==> config.mk <==
export PLATFORM = sky130hd
export DESIGN_NAME = can_fault_status
export DESIGN_NICKNAME = d
export VERILOG_FILES = /design/src/can_status_pkg.sv /design/src/bus_idle_detect.sv /design/src/can_fault_status.sv
export SDC_FILE = /design/constraint.sdc
export NUM_CORES = 1
export LEC_CHECK = 0
export ABC_AREA = 1
export ABC_CLOCK_PERIOD_IN_PS = 3900
export BUFFER_PORTS_ARGS = -buffer_cell sky130_fd_sc_hd__buf_2
export CORE_MARGIN = 3
export CORE_UTILIZATION = 44
export CTS_CLUSTER_SIZE = 25
export DETAILED_ROUTE_END_ITERATION = 16
export PLACE_DENSITY = 0.65
export SYNTH_ARGS = -nofsm -noshare
export SYNTH_HDL_FRONTEND = slang
export SYNTH_HIERARCHICAL = 1
export SYNTH_SLANG_ARGS = --single-unit
==> constraint.sdc <==
create_clock -name pclk -period 3.9 [get_ports pclk]
set_clock_uncertainty 0.1 [all_clocks]
set_input_delay 0.78 -clock pclk [delete_from_list [all_inputs] [get_ports pclk]]
set_output_delay 0.78 -clock pclk [all_outputs]
set_load 0.005 [all_outputs]
==> src/can_status_pkg.sv <==
package can_status_pkg;

    // ==========================================================
    // register map, byte addresses on the peripheral bus
    // ==========================================================
    localparam logic [7:0] ADDR_GSW       = 8'h00;
    localparam logic [7:0] ADDR_MODE      = 8'h04;
    localparam logic [7:0] ADDR_INT_STAT  = 8'h08;
    localparam logic [7:0] ADDR_INT_MASK  = 8'h0c;

    // ==========================================================
    // global status word layout
    // ==========================================================
    localparam int TX_TALLY_LSB  = 24;
    localparam int RX_TALLY_LSB  = 16;
    localparam int BUS_OFF_BIT   = 7;

    // ==========================================================
    // mode register and interrupt layout
    // ==========================================================
    localparam int SOFT_RESET_BIT = 0;
    localparam int INT_WARN_BIT   = 0;
    localparam int INT_BUS_ON_BIT = 1;
    localparam int INT_WIDTH      = 2;

    // ==========================================================
    // reset values and fault confinement figures
    // ==========================================================
    localparam logic [7:0] TALLY_RESET      = 8'h00;
    localparam logic [7:0] TX_BUS_OFF_LOAD  = 8'h7f;
    localparam logic [7:0] TX_LIMIT         = 8'hff;
    localparam logic [7:0] TX_WRITE_MAX     = 8'hfe;
    localparam logic [7:0] ERR_STEP_BIG     = 8'h08;
    localparam logic [7:0] ERR_STEP_ONE     = 8'h01;
    localparam logic [7:0] RX_PASSIVE_TOP   = 8'h7f;
    localparam logic [7:0] RX_REENTRY       = 8'h77;
    localparam logic       SOFT_RESET_INIT  = 1'b1;
    localparam logic [1:0] INT_MASK_INIT    = 2'h0;

    // ==========================================================
    // bus idle detection
    // ==========================================================
    localparam int         IDLE_BITS        = 11;
    localparam logic [3:0] IDLE_BITS_CNT    = 4'hb;

    typedef enum {
        ST_SOFT_RESET,
        ST_WAIT_ONE_IDLE,
        ST_RECOVER,
        ST_ACTIVE
    } link_state_t;

endpackage

==> src/bus_idle_detect.sv <==
`timescale 1ns/100ps
`default_nettype none

module bus_idle_detect
    import can_status_pkg::*;
(
    input  wire logic pclk,
    input  wire logic presetn,
    input  wire logic bit_tick,
    input  wire logic rx_level,
    output logic      idle_pulse
);

    typedef struct packed {
        logic [3:0] run;
        logic       pulse;
    } idle_state_t;

    idle_state_t cur_ff;
    idle_state_t nxt_cur;

    // ==========================================================
    // count consecutive recessive samples
    // ==========================================================
    // one pulse per 11 recessive bits; the run then restarts so a
    // quiet bus keeps producing pulses for the recovery count
    always_comb begin
        nxt_cur       = cur_ff;
        nxt_cur.pulse = 1'b0;
        if (bit_tick) begin
            if (!rx_level) begin
                nxt_cur.run = 4'h0;
            end else if (cur_ff.run == IDLE_BITS_CNT - 4'h1) begin
                nxt_cur.run   = 4'h0;
                nxt_cur.pulse = 1'b1;
            end else begin
                nxt_cur.run = cur_ff.run + 4'h1;
            end
        end
    end

    always_ff @(posedge pclk or negedge presetn) begin
        if (!presetn) begin
            cur_ff <= '0;
        end else begin
            cur_ff <= nxt_cur;
        end
    end

    assign idle_pulse = cur_ff.pulse;

endmodule // bus_idle_detect

`default_nettype wire

==> src/can_fault_status.sv <==
// What this block does
// - transmit tally lives in status word bits 31..24, zero after reset.
// - receive tally lives in bits 23..16, zero after reset.
// - software writes to either tally only land in soft reset mode.
// - bus-off loads transmit tally with 127; it times 128 idle periods.
// - transmit tally stays readable during recovery to show progress.
// - bus-off clears receive tally.
// - receive tally writes ignored while bus-off holds.
// - writing 0..254 to transmit tally while bus-off clears bus-off.
// - after that, one idle period of 11 recessive bits before rejoin.
// - bus-off flag bit 7, read-only, set at FFh, stops bus activity.
// - status bits 15..8 read zero and ignore writes.
// - reaching 255 enters bus-off, forces soft reset, warning interrupt.
// - recovery end clears bus-off, resets tallies, warning interrupt.
`timescale 1ns/100ps
`default_nettype none

module can_fault_status
    import can_status_pkg::*;
(
    input  wire logic        pclk,
    input  wire logic        presetn,
    input  wire logic        psel,
    input  wire logic        penable,
    input  wire logic        pwrite,
    input  wire logic [7:0]  paddr,
    input  wire logic [31:0] pwdata,
    output logic [31:0]      prdata,
    output logic             pready,
    output logic             pslverr,
    input  wire logic        can_rx,
    input  wire logic        bit_tick,
    input  wire logic        tx_error,
    input  wire logic        tx_success,
    input  wire logic        rx_error,
    input  wire logic        rx_error_severe,
    input  wire logic        rx_success,
    output logic             bus_enable,
    output logic             bus_off_flag,
    output logic             soft_reset_mode,
    output logic             irq
);

    import can_status_pkg::*;

    typedef struct packed {
        logic [1:0]       rx_sync;
        logic [7:0]       tx_fault_tally;
        logic [7:0]       rx_fault_tally;
        logic             bus_off;
        logic             soft_reset;
        logic             recover_pending;
        logic [INT_WIDTH-1:0] int_stat;
        logic [INT_WIDTH-1:0] int_mask;
        link_state_t      state;
        logic [31:0]      rdata;
        logic             err;
        logic             en;
        logic             irq;
    } core_state_t;

    core_state_t cur_ff;
    core_state_t nxt_cur;
    logic        idle_pulse;
    logic        idle_tick;
    logic        idle_level;

    // ==========================================================
    // idle detector on the synchronised receive level
    // ==========================================================
    // soft reset holds the run at zero every cycle, so the idle wait
    // that follows never counts recessive bits seen before it
    assign idle_tick  = bit_tick || cur_ff.soft_reset;
    assign idle_level = cur_ff.rx_sync[1] && !cur_ff.soft_reset;

    bus_idle_detect u_idle (
        .pclk       (pclk),
        .presetn    (presetn),
        .bit_tick   (idle_tick),
        .rx_level   (idle_level),
        .idle_pulse (idle_pulse)
    );

    // ==========================================================
    // tally helpers: 9-bit sum with carry out, decrement held at zero
    // ==========================================================
    function automatic logic [8:0] add_sat9(input logic [7:0] a,
                                            input logic [7:0] b);
        add_sat9 = {1'b0, a} + {1'b0, b};
    endfunction

    function automatic logic [7:0] dec_floor(input logic [7:0] a);
        dec_floor = (a == TALLY_RESET) ? TALLY_RESET : a - ERR_STEP_ONE;
    endfunction

    // ==========================================================
    // next state
    // ==========================================================
    always_comb begin
        logic        setup;
        logic        access;
        logic        wr_gsw;
        logic        wr_mode;
        logic        wr_mask;
        logic        rd_stat;
        logic [8:0]  tx_sum;
        logic [8:0]  rx_sum;
        logic [7:0]  wr_tx;
        logic [7:0]  wr_rx;
        logic [INT_WIDTH-1:0] ev;
        setup   = 1'b0;
        access  = 1'b0;
        wr_gsw  = 1'b0;
        wr_mode = 1'b0;
        wr_mask = 1'b0;
        rd_stat = 1'b0;
        tx_sum  = 9'h000;
        rx_sum  = 9'h000;
        wr_tx   = 8'h00;
        wr_rx   = 8'h00;
        ev      = '0;
        nxt_cur = cur_ff;

        // pin level passes two flops before the detector reads it
        nxt_cur.rx_sync = {cur_ff.rx_sync[0], can_rx};

        setup   = psel && !penable;
        access  = psel && penable;
        wr_gsw  = access && pwrite && (paddr == ADDR_GSW);
        wr_mode = access && pwrite && (paddr == ADDR_MODE);
        wr_mask = access && pwrite && (paddr == ADDR_INT_MASK);
        rd_stat = access && !pwrite && (paddr == ADDR_INT_STAT);
        wr_tx   = pwdata[TX_TALLY_LSB +: 8];
        wr_rx   = pwdata[RX_TALLY_LSB +: 8];

        // ------------------------------------------------------
        // fault confinement while taking part in bus traffic
        // ------------------------------------------------------
        // nothing is counted in soft reset, where software owns tallies
        if (cur_ff.state == ST_ACTIVE && !cur_ff.soft_reset) begin
            tx_sum = {1'b0, cur_ff.tx_fault_tally};
            if (tx_error) begin
                tx_sum = add_sat9(cur_ff.tx_fault_tally, ERR_STEP_BIG);
            end else if (tx_success) begin
                tx_sum = {1'b0, dec_floor(cur_ff.tx_fault_tally)};
            end
            rx_sum = {1'b0, cur_ff.rx_fault_tally};
            if (rx_error_severe) begin
                rx_sum = add_sat9(cur_ff.rx_fault_tally, ERR_STEP_BIG);
            end else if (rx_error) begin
                rx_sum = add_sat9(cur_ff.rx_fault_tally, ERR_STEP_ONE);
            end else if (rx_success) begin
                if (cur_ff.rx_fault_tally > RX_PASSIVE_TOP) begin
                    rx_sum = {1'b0, RX_REENTRY};
                end else begin
                    rx_sum = {1'b0, dec_floor(cur_ff.rx_fault_tally)};
                end
            end
            // receive tally sticks at its top instead of wrapping
            nxt_cur.rx_fault_tally = rx_sum[8] ? TX_LIMIT : rx_sum[7:0];
            if (rx_sum[8]) begin
                nxt_cur.rx_fault_tally = TX_LIMIT;
            end
            // reaching FFh or beyond is bus-off
            if (tx_sum[8] || tx_sum[7:0] == TX_LIMIT) begin
                nxt_cur.bus_off         = 1'b1;
                nxt_cur.soft_reset      = 1'b1;
                nxt_cur.recover_pending = 1'b1;
                nxt_cur.tx_fault_tally  = TX_BUS_OFF_LOAD;
                nxt_cur.rx_fault_tally  = TALLY_RESET;
                nxt_cur.state           = ST_SOFT_RESET;
                ev[INT_WARN_BIT]        = 1'b1;
            end else begin
                nxt_cur.tx_fault_tally = tx_sum[7:0];
            end
        end

        // ------------------------------------------------------
        // link state sequencing
        // ------------------------------------------------------
        case (cur_ff.state)
            ST_SOFT_RESET: begin
                if (!cur_ff.soft_reset) begin
                    nxt_cur.state = cur_ff.recover_pending ?
                                    ST_RECOVER : ST_WAIT_ONE_IDLE;
                end
                // a stored FFh must not stretch recovery past 128 idles
                if (!cur_ff.soft_reset && cur_ff.recover_pending) begin
                    nxt_cur.tx_fault_tally = TX_BUS_OFF_LOAD;
                end
            end
            ST_WAIT_ONE_IDLE: begin
                if (idle_pulse) begin
                    nxt_cur.state = ST_ACTIVE;
                end
            end
            ST_RECOVER: begin
                // tally counts down 127..0, one more idle ends it
                if (idle_pulse) begin
                    if (cur_ff.tx_fault_tally == TALLY_RESET) begin
                        nxt_cur.state           = ST_ACTIVE;
                        nxt_cur.bus_off         = 1'b0;
                        nxt_cur.recover_pending = 1'b0;
                        nxt_cur.tx_fault_tally  = TALLY_RESET;
                        nxt_cur.rx_fault_tally  = TALLY_RESET;
                        ev[INT_WARN_BIT]        = 1'b1;
                        ev[INT_BUS_ON_BIT]      = 1'b1;
                    end else begin
                        nxt_cur.tx_fault_tally =
                            cur_ff.tx_fault_tally - ERR_STEP_ONE;
                    end
                end
            end
            ST_ACTIVE: begin
                if (cur_ff.soft_reset) begin
                    nxt_cur.state = ST_SOFT_RESET;
                end
            end
            default: begin
                nxt_cur.state = ST_SOFT_RESET;
            end
        endcase

        // ------------------------------------------------------
        // software writes
        // ------------------------------------------------------
        // error counting stops in soft reset, so the only writer
        // in that mode is software
        if (wr_gsw && cur_ff.soft_reset) begin
            nxt_cur.tx_fault_tally = wr_tx;
            if (!cur_ff.bus_off) begin
                nxt_cur.rx_fault_tally = wr_rx;
            end
            if (cur_ff.bus_off && wr_tx <= TX_WRITE_MAX) begin
                nxt_cur.bus_off         = 1'b0;
                nxt_cur.recover_pending = 1'b0;
            end
        end
        if (wr_mode) begin
            nxt_cur.soft_reset = pwdata[SOFT_RESET_BIT];
        end
        if (wr_mask) begin
            nxt_cur.int_mask = pwdata[INT_WIDTH-1:0];
        end

        // ------------------------------------------------------
        // read data captured in setup, so no wait state is needed
        // ------------------------------------------------------
        if (setup) begin
            nxt_cur.rdata = 32'h0000_0000;
            nxt_cur.err   = 1'b0;
            case (paddr)
                ADDR_GSW: begin
                    nxt_cur.rdata[TX_TALLY_LSB +: 8] =
                        cur_ff.tx_fault_tally;
                    nxt_cur.rdata[RX_TALLY_LSB +: 8] =
                        cur_ff.rx_fault_tally;
                    nxt_cur.rdata[BUS_OFF_BIT] = cur_ff.bus_off;
                end
                ADDR_MODE: begin
                    nxt_cur.rdata[SOFT_RESET_BIT] = cur_ff.soft_reset;
                end
                ADDR_INT_STAT: begin
                    nxt_cur.rdata[INT_WIDTH-1:0] = cur_ff.int_stat;
                end
                ADDR_INT_MASK: begin
                    nxt_cur.rdata[INT_WIDTH-1:0] = cur_ff.int_mask;
                end
                default: begin
                    nxt_cur.err = 1'b1;
                end
            endcase
        end

        // ------------------------------------------------------
        // interrupt status
        // ------------------------------------------------------
        // a read clears only the bits that it reported, so an event
        // that lands between setup and access is still seen later
        if (rd_stat) begin
            nxt_cur.int_stat = cur_ff.int_stat
                               & ~cur_ff.rdata[INT_WIDTH-1:0];
        end
        // a new event in the same cycle as the read survives it
        nxt_cur.int_stat = nxt_cur.int_stat | ev;

        // ------------------------------------------------------
        // registered outputs, taken from the next state so they
        // move on the same edge as the state they report
        // ------------------------------------------------------
        // no bus activity while bus-off, in soft reset or not rejoined
        nxt_cur.en  = (nxt_cur.state == ST_ACTIVE)
                      && !nxt_cur.bus_off
                      && !nxt_cur.soft_reset;
        nxt_cur.irq = |(nxt_cur.int_stat & nxt_cur.int_mask);
    end

    always_ff @(posedge pclk or negedge presetn) begin
        if (!presetn) begin
            cur_ff                 <= '0;
            cur_ff.tx_fault_tally  <= TALLY_RESET;
            cur_ff.rx_fault_tally  <= TALLY_RESET;
            cur_ff.soft_reset      <= SOFT_RESET_INIT;
            cur_ff.int_mask        <= INT_MASK_INIT;
            cur_ff.state           <= ST_SOFT_RESET;
        end else begin
            cur_ff <= nxt_cur;
        end
    end

    // ==========================================================
    // outputs
    // ==========================================================
    assign prdata          = cur_ff.rdata;
    assign pslverr         = cur_ff.err && psel && penable;
    assign pready          = 1'b1;
    assign bus_enable      = cur_ff.en;
    assign bus_off_flag    = cur_ff.bus_off;
    assign soft_reset_mode = cur_ff.soft_reset;
    assign irq             = cur_ff.irq;

endmodule // can_fault_status

`default_nettype wire

==> results of run 1 <==
worst max-delay path, stage by stage (launching register included):
cell     delay [ns]
dfrtp_1        0.50
inv_1          0.23
ha_1           0.19
inv_1          0.04
nor2_1         0.19
nand3_1        0.11
nand2_1        0.12
nand3_1        0.08
nand2_1        0.10
nand3_2        0.07
nor2_1         0.11
nand2_1        0.09
nand3_2        0.25
inv_6          0.08
nand2_2        0.06
nand3_1        0.06
a21oi_1        0.19
report_power, final:
part	total [mW]	internal, mW	leakage [nW]	switching (mW)
clock network	0.618	0.255	0.103	0.363
logic	0.125	0.0399	1.75	0.0850
registers	0.907	0.895	1.00	0.0118
total	1.65	1.19	2.86	0.460
through the flow:
step	cell area [sq um]	hold WS [ns]
detailed placement	5220	0.238
CTS	5420	0.259
finish	5420	0.257
global placement	5220	0.233
floorplan	5060	0.231
global route	5420	0.279
per-layer routing:
metal	global-route usage [%]	vias up	part of all wire, %
li1	-	2146	-
met1	24.4	1953	46
met5	0	-	0
met3	3.21	14	4.5
met4	5.60	0	1.1
met2	31.7	104	49
area by class of cell:
cell class                      count  area, sq um  share of cell area [%]
Clock buffer                        9          124                    2.28
Clock inverter                      7         76.3                    1.41
Inverter                           78          298                    5.49
Multi-Input combinational cell    472         2340                    43.1
Sequential cell                    84         2100                    38.8
Tap cell                          136          170                    3.14
Timing Repair Buffer               62          315                    5.81
sequential cells by signal, summed over array words and instances (netlist names):
| signal | cells |
|---|---|
| soft_reset_mode | 1 |
| bus_off_flag | 1 |
| irq | 1 |
| cur_ff | 56 |
| u_idle/cur_ff | 4 |
| bus_enable | 1 |
| u_idle/idle_pulse | 1 |
| prdata | 19 |
logic make-up after synthesis:
group / synth area share [%]
DFF: 42.9
and+or+nand+nor: 26.5
AOI/OAI and AO/OA: 13.4
buffers and inverters: 12.7
xor gates and xnor gates: 1.61
other: 0.153
muxes: 0.459
adders and majority gates: 2.30
cell usage after synthesis (all sizes together):
library cell,instances,area share (%)
nand2,166,13
dfrtp,83,42
inv,76,5.9
nor2,67,5.5
buf,37,6.0
nand3,37,4.2
a21oi,36,3.7
o21ai,34,3.5
o31ai,18,2.8
nand4,14,1.9
clkbuf,9,0.69
ha,9,2.3
xor2,9,1.6
nor3,8,0.92
a31oi,6,0.77
nor4,5,0.64
o22ai,4,0.51
a211oi,2,0.31
a41oi,2,0.36
clkinv,2,0.15
conb,2,0.15
mux2,2,0.46
a21boi,1,0.23
a221oi,1,0.18
a22oi,1,0.15
dfstp,1,0.54
o2111ai,1,0.31
o211ai,1,0.15
o21a,1,0.15
o21bai,1,0.15
o221ai,1,0.18
or2,1,0.13
worst paths after layout:
check / startpoint / cells past startpoint / to / slack [ns]
min reg2reg: cur_ff[90]$_DFF_PN0_ / 0 / cur_ff[91]$_DFF_PN0_ / 0.26
max in group asynchronous: presetn / 1 / cur_ff[62]$_DFF_PN0_ / 2.54
min in group asynchronous: presetn / 1 / prdata[19]$_DFFE_PN0P_ / 0.49
min: cur_ff[90]$_DFF_PN0_ / 0 / cur_ff[91]$_DFF_PN0_ / 0.26
max reg2reg: cur_ff[85]$_DFF_PN0_ / 16 / cur_ff[87]$_DFF_PN0_ / 1.23
max: cur_ff[85]$_DFF_PN0_ / 16 / cur_ff[87]$_DFF_PN0_ / 1.23
==> summary.md, run 1 <==
| Metric | Value |
|---|---|
| Clock root buffer | clkbuf_8 |
| Final ANT Viol Nets | 0 |
| Clk_lat worst skew | roughly 0.36 ns |
| Crit end category | flip-flop |
| # diodes | 0 |
| Post-Syn Area | about 0.005 sq mm |
| Warnings, synthesis | 6 |
| # H-tree levels | 3 |
| RSZ-0062 raised after global routing | false |
| Detailed router's first-iteration violation count | approximately 340 |
| Inst Count DP | between 800 and 900 |
| Critical path required time | around 4 ns |
| Setup violators final | 0 |
| DR pass1 iterations | 5 |
| Number of global-route vias before repair | ~4.2k |
| Layout Nets | about 770 |
| Tcrit/Tclk final | around two thirds |
| Total vias in the final route | 4217 |
| CTS Buf Count | 9 |
| PwrDens | around 300 mW/mm^2 |
| Peak fanout along the critical path | 11 |
| Data arrival, critical path | 2.84 ns |
| Clk sinks | 84 |
| Post CTS Setup Buffer Count | 0 |
| Initial core utilization | between 40% and 50% |
| CTS tree | built |
| Pleak | approximately 2.9 nW |
| Die width | between 100 and 150 um |
| Port Buf Inserts | 61 |
| Die Height | about 110 um |
| Drt wl/cell | between 10 and 15 um |
| Fillers | 1053 |
| Commonest non-fill, non-tap cells in the layout | nand2_1 (160), dfrtp_1 (83), inv_1 (71) |
| DRC violations left | 0 |
| CTS clk-pin slew, worst paths | roughly 0.1 ns |
| Vias/cell | 4.97 |
| Global route overflow | 0 |
| # Max-Cap Violations | 0 |
| Pre-CTS setup slack | roughly 1.0 ns |
| Setup Crit Path Kind | reg2reg |
| Power, Total | 1.65 mW |
| Number of synthesized register bits | 84 |
| Slew Limit Fails | 0 |
| Worst Tran Pin Value | around 1.0 ns |
| # hold bufs at CTS | 0 |
| Fmax | around 380 MHz |
| Final non-filler cell total | ~850 |
| Commonest non-fill, non-tap cell in the layout | nand2_1 |
| Post-layout min period | roughly 2.7 ns |
| Min-Delay Path Class | reg2reg |
| GPL Wtd Cong | 0.953 |
| GRT Resource Usage Total | between 10% and 20% |
| Fin util | between 50% and 60% |
| Final hold violations | 0 |
| Setup TNS Final | 0 ns |
| First-pass GRT wire length | 19400 um |
| Layout area overhead | 10.5% |
| Post-CTS Resized | 0 |
| Cell Rows | 37 |
| IO Count | 90 |
| Pin count of the biggest net entering global routing | 85 |
| Routed WL | roughly 11000 um |
| Worst slew margin | between 30% and 40% |
| Cells after synthesis | 638 |
| Status | finished, final reports clean |
| Final Worst Setup Slack | around 1.2 ns |
| Seq/Total Area, Yosys | between 40% and 50% |
| Die Area | 0.0125 sq mm |
| Mapped Avg Cell Area | between 7 and 8 sq um |
| Max clock buf depth | 2 |
| Post-detail-place hpwl | roughly 8400 um |
| Startpoint Class | flip-flop |
| Core area | roughly 0.011 sq mm |
| VDD IR max | ~0.17 mV |
| Initial antenna violation count | 0 |
| Post-synth cell types | 46 |
| Layout cell share with drive strength beyond 1 | roughly 15% |
No activity file was read; power rests on OpenSTA's default activity.
==> run 2: changes to the inputs <==
ABC_AREA = 0   (was 1)
ABC_CLOCK_PERIOD_IN_PS = 2740   (was 3900)
PLACE_DENSITY = 0.66   (was 0.65)
clock period = 2.74 ns   (was 3.9 ns; I/O delays follow)
==> run 2 against run 1 <==
Net effect:
- wire length decreased by 2.1%
- power increased by 42%
- largest cell class unchanged
- fmax decreased by 1.9%
- synthesized cell count decreased by 24%
- cell count decreased by 15%
- critical endpoint is now bus_enable$_DFF_PN0_
- die area decreased by 4.6%
- critical path depth decreased by 8
==> summary.md, run 2 <==
| Metric | Value |
|---|---|
| Status | finished, final reports clean |
| Post-synth cell types | 71 |
| Final Worst Setup Slack | around 0.023 ns |
| Max clock buf depth | 2 |
| Drt wl/cell | 15.4 um |
| Slew Limit Fails | 0 |
| Final hold violations | 0 |
| CTS tree | built |
| Worst slew margin | roughly 60% |
| Worst Path Buf+Inv | 1 |
| Pleak | 2.56 nW |
| Peak fanout along the critical path | 10 |
| DRC violations left | 0 |
| Post-Syn Area | around 0.0047 sq mm |
| Fmax | between 300 and 400 MHz |
| Top cells by area, synth | dfrtp_1 (44%), buf_4 (5.5%), a22o_1 (3.4%), nor2_1 (3.4%), o21ai_0 (3.0%) |
| Detailed router's first-iteration violation count | approximately 280 |
| Die Area | about 0.012 sq mm |
| Layout Nets | about 640 |
| Pre-CTS setup slack | -0.0300 ns |
| GPL Wtd Cong | 0.914 |
| VDD IR max | 0.291 mV |
| Clk_lat worst skew | about 0.36 ns |
| Number of synthesized register bits | 84 |
| Initial core utilization | 46.5% |
| CTS Buf Count | 9 |
| Post-detail-place hpwl | 8080 um |
| Ys flop type | dfrtp_1 |
| Total vias in the final route | approximately 4.0k |
| Post-layout min period | 2.72 ns |
| Die width | between 100 and 150 um |
| Synth area leader | dfrtp_1 |
| Layout cell share with drive strength beyond 1 | between 20% and 30% |
| RSZ-0062 raised after global routing | true |
| Seq/Total Area, Yosys | around 45% |
| # Max-Cap Violations | 0 |
| Crit-path cells | or4b_4 -> o311a_1 -> a21oi_2 -> nor4_4 -> buf_4 -> a21oi_4 -> nand2_4 -> a221oi_2 |
| Clk sinks | 84 |
| CTS clk-pin slew, worst paths | approximately 0.11 ns |
| Startpoint Class | flip-flop |
| Number of global-route vias before repair | approximately 3.7k |
| # H-tree levels | 3 |
| First-pass GRT wire length | 17900 um |
| # diodes | 0 |
| CP max-delay cell | or4b_4 |
| Final hold slack | approximately 0.087 ns |
| Cell Rows | 36 |
| GRT Resource Usage Total | 19.1% |
| Global route hottest layer | met2 |
| Setup violators final | 0 |
| CP peak stage delay | ~0.63 ns |
| Most flop-heavy register | cur_ff |
| Core area | around 0.01 sq mm |
| Min-Delay Path Class | in2async |
| # hold bufs at CTS | 0 |
| Mapped Avg Cell Area | 9.63 sq um |
| Crit end category | flip-flop |
| Share of the synthesized area in the top cell type | between 40% and 50% |
| Pin count of the biggest net entering global routing | 47 |
| Warnings, synthesis | 6 |
| Max reg flops | 56 |
| Data arrival, critical path | between 2 and 3 ns |
| Die Height | roughly 110 um |
| Vias/cell | between 5 and 6 |
| Delay-heaviest family, CP | compound AO/OA/AOI/OAI gates |
| Setup Crit Path Kind | reg2reg |
| Cells after synthesis | around 490 |
| Initial antenna violation count | 0 |
| Met2 GRT Util | between 20% and 30% |
| Final non-filler cell total | around 720 |
| Worst Tran Pin Value | 0.594 ns |
| GRT met3 Usage | about 4.2% |
| PwrDens | 425 mW/mm^2 |
| Routed WL | 11000 um |
| Port Buf Inserts | 61 |
| Most instantiated cells after synthesis | dfrtp_1 (83), nor2_1 (42), buf_4 (34) |
| Setup TNS Final | 0 ns |
| Count leader, synth | dfrtp_1 |
| Inst Count DP | 698 |
| Final ANT Viol Nets | 0 |
| Met1 GRT Util | approximately 26% |
| Commonest non-fill, non-tap cell in the layout | dfrtp_1 |
| Global route overflow | 0 |
| DR pass1 iterations | 4 |
| Commonest non-fill, non-tap cells in the layout | dfrtp_1 (83), buf_2 (60), conb_1 (44) |
| IO Count | 90 |
| EDFF count, synth | 0 |
| Critical path required time | slightly below 3 ns |
| Async set-reset flop share out of synthesis | 100% |
| Layout area overhead | 18.2% |
| Tcrit/Tclk final | between 90 and 100% |
| Clock root buffer | clkbuf_8 |
run 2: logic make-up (layout without fill, tap and decap cells):
family	count (synthesis)	in the layout	synth area share, %
adders and majority gates	9	9	2.41
and+or+nand+nor	163	163	18.6
xor gates and xnor gates	6	6	1.13
AOI/OAI and AO/OA	136	136	20.9
other	2	44	0.161
muxes	8	8	1.85
DFF	84	84	45.1
buffers and inverters	77	136	9.89
run 2: per-stage QoR:
| stage | power [mW] | util (%) | instance area (sq um) |
|---|---|---|---|
| 6_report | 2.34 | 54.9 | 5520 |
| 5_1_grt | 2.45 | 54.9 | 5520 |
| 4_1_cts | 2.37 | 54.4 | 5470 |
| 3_5_place_dp | 1.48 | 51.9 | 5210 |
| 3_3_place_gp | 1.47 | 51.9 | 5210 |
| 2_1_floorplan | 1.41 | - | 4840 |
run 2: report_power, final:
group          internal, mW  total (mW)  leakage (nW)  switching [mW]
clock                 0.362       0.885         0.103           0.522
sequential             1.27        1.28          1.05          0.0129
combinational        0.0633       0.176          1.41           0.113
run 2: routing by layer:
metal | share of wire, % | vias to the layer above | wire length (um)
met1 | 45 | 1897 | 5020
met4 | 1.9 | 0 | 205
met3 | 6.6 | 17 | 725
met5 | 0 | - | 0
li1 | - | 1907 | -
met2 | 46 | 144 | 5090
run 2: layout make-up:
| class | count | area (sq um) |
|---|---|---|
| fillers | 920 | 4530 |
| multi-input cells | 366 | 2340 |
| flip-flops and latches | 84 | 2100 |
| repair buffers | 104 | 643 |
| well taps | 133 | 166 |
| clock buffers | 9 | 124 |
| clock inverters | 7 | 76.3 |
| inverters | 16 | 60.1 |
run 2: what timing repair did:
action / CTS / global route
setup buffers: 3 / 2
resized for setup: 5 / 12
endpoints found under the setup margin: 4 / 16
pin swaps: 6 / 5
run 2: worst paths after layout:
check	start	endpoint	slack (ns)	cells past startpoint
worst max-delay path	cur_ff[84]$_DFF_PN0_	bus_enable$_DFF_PN0_	0.02	8
worst min-delay path	presetn	cur_ff[58]$_DFF_PN0_	0.09	1
max in group asynchronous	presetn	soft_reset_mode$_DFF_PN1_	1.75	2
min in group pclk	can_rx	cur_ff[90]$_DFF_PN0_	0.20	1
worst max register to register	cur_ff[84]$_DFF_PN0_	bus_enable$_DFF_PN0_	0.02	8
worst min register to register	cur_ff[90]$_DFF_PN0_	cur_ff[91]$_DFF_PN0_	0.25	0
run 2: worst reg2reg max path, cell delays in order (launching register included):
cell,delay (ns)
dfrtp_1,0.50
or4b_4,0.63
o311a_1,0.36
a21oi_2,0.18
nor4_4,0.07
buf_4,0.16
a21oi_4,0.25
nand2_4,0.15
a221oi_2,0.23
==> run 3: changes to the inputs <==
CORE_UTILIZATION = 40   (was 44)
PLACE_DENSITY = default   (was 0.66)
==> run 3 against run 2 <==
Net effect:
- power up 15%
- global-route usage down 1.9 points
- wire length up 0.77%
- critical endpoint unchanged
- highest routed layer unchanged
- sequential power about the same
- critical path depth unchanged
- design area up 2.7%
==> summary.md, run 3 (synthesis gave the netlist of run 2 again) <==
| Metric | Value |
|---|---|
| Status | finished, final reports clean |
| Setup Crit Path Kind | reg2reg |
| Final ANT Viol Nets | 0 |
| VDD IR max | 0.424 mV |
| Pleak | 2.63 nW |
| Final non-filler cell total | a little over 700 |
| CP dominant cell by count | a221oi_2 |
| Layout Nets | between 600 and 700 |
| Die width | around 110 um |
| DR pass1 iterations | 5 |
| Critical path required time | ~2.9 ns |
| CP max-delay cell | or4b_4 |
| # Max-Cap Violations | 0 |
| GPL Wtd Cong | around 0.91 |
| Pin count of the biggest net entering global routing | slightly below 50 |
| Routed WL | around 11000 um |
| Multi-input gate area | 0.00237 sq mm |
| Port Buf Inserts | 61 |
| Clock root buffer | clkbuf_16 |
| IO Count | 90 |
| Core area | 0.0111 sq mm |
| Global route overflow | 0 |
| Peak fanout along the critical path | 7 |
| Die Height | around 110 um |
| FF+latch area | 0.00211 sq mm |
| # H-tree levels | 3 |
| Commonest non-fill, non-tap cells in the layout | dfrtp_1 (81), buf_2 (60), conb_1 (44) |
| CTS tree | built |
| Post-detail-place hpwl | a little over 8000 um |
| Initial antenna violation count | 0 |
| Setup violators final | 0 |
| Min-Delay Path Class | in2async |
| Worst slew margin | around 43% |
| Fillers | approximately 1.0k |
| CTS Buf Count | 9 |
| Slew Limit Fails | 0 |
| Clk sinks | 84 |
| Number of global-route vias before repair | between 3k and 4k |
| Layout cell share with drive strength beyond 1 | between 20% and 30% |
| Fin util | around half |
| Initial core utilization | 42.0% |
| Inst Count DP | 701 |
| Drt wl/cell | 15.3 um |
| Commonest non-fill, non-tap cell in the layout | dfrtp_1 |
| CTS clk-pin slew, worst paths | 0.07 ns |
| Vias/cell | 5.51 |
| # diodes | 0 |
| First-pass GRT wire length | approximately 18000 um |
| DRC violations left | 0 |
| PwrDens | 475 mW/mm^2 |
| Setup TNS Final | 0 ns |
| Crit end category | flip-flop |
| CP peak stage delay | 0.56 ns |
| Max reg flops | 56 |
| Post-layout min period | about 2.7 ns |
| Die Area | 0.0130 sq mm |
| Fmax | about 370 MHz |
| Most flop-heavy register | cur_ff |
| Power, Total | approximately 2.7 mW |
| RSZ-0062 raised after global routing | true |
| Layout area overhead | 21.4% |
| Final hold slack | roughly 0.12 ns |
| GRT Resource Usage Total | between 15 and 20% |
| Max clock buf depth | 2 |
| Final Worst Setup Slack | about 0.045 ns |
| Tcrit/Tclk final | 98.4% |
| Clk_lat worst skew | ~0.34 ns |
| Detailed router's first-iteration violation count | 350 |
| Total vias in the final route | between 4k and 5k |
| Pre-CTS setup slack | -0.0390 ns |
| Data arrival, critical path | between 2 and 3 ns |
| DP Area | roughly 0.0052 sq mm |
| Startpoint Class | flip-flop |
| Cell Rows | 38 |
| Final hold violations | 0 |
| Worst Tran Pin Value | about 0.84 ns |
| Cell area after layout | roughly 0.0057 sq mm |
| Crit-path cells | buf_4 -> or4b_4 -> nor3_4 -> o22ai_2 -> nor4_4 -> o21ai_1 -> a221oi_2 -> a221oi_2 |
==> run 3: power by group <==
part,switching [mW],internal (mW)
sequential,0.0143,1.27
combinational,0.112,0.0648
clock,0.509,0.722
==> run 3: metal layers <==
layer  wire [um]  global-route usage (%)  part of all wire [%]
met5           0                       0                     0
met4         241                    6.57                   2.2
met3         867                    3.82                   7.8
met2        5170                    26.2                    46
met1        4850                    23.9                    44
==> run 3: worst paths after layout <==
path,start,end,slack (ns),cells past startpoint
setup / recovery,cur_ff[85]$_DFF_PN0_,bus_enable$_DFF_PN0_,0.04,8
hold / removal,presetn,cur_ff[82]$_DFF_PN0_,0.12,1
setup reg to reg,cur_ff[85]$_DFF_PN0_,bus_enable$_DFF_PN0_,0.04,8
hold reg to reg,cur_ff[90]$_DFF_PN0_,cur_ff[91]$_DFF_PN0_,0.25,0
max in group asynchronous,presetn,soft_reset_mode$_DFF_PN1_,1.73,2
min in group pclk,can_rx,cur_ff[90]$_DFF_PN0_,0.22,1
==> run 3: critical path: cells and delay by family (launching register included) <==
family | cells | cell delay, ns
DFF | 1 | 0.44
AOI/OAI and AO/OA | 4 | 0.64
and+or+nand+nor | 3 | 1.23
buffers and inverters | 1 | 0.15
==> run 3: layout make-up <==
| type | count | share of cell area [%] |
|---|---|---|
| inverters | 16 | 1.06 |
| well taps | 140 | 3.09 |
| flip-flops and latches | 84 | 37.2 |
| multi-input cells | 366 | 41.9 |
| clock buffers | 9 | 3.97 |
| clock inverters | 7 | 1.44 |
| repair buffers | 104 | 11.4 |
==> run 3: repair_timing <==
item / 4_1_cts / 5_1_grt
resized for setup: 4 / 19
buffers inserted: 2 / 7
pin swaps: 6 / 6
hold buffers: 0 / 0
endpoints found under the setup margin: 3 / 15
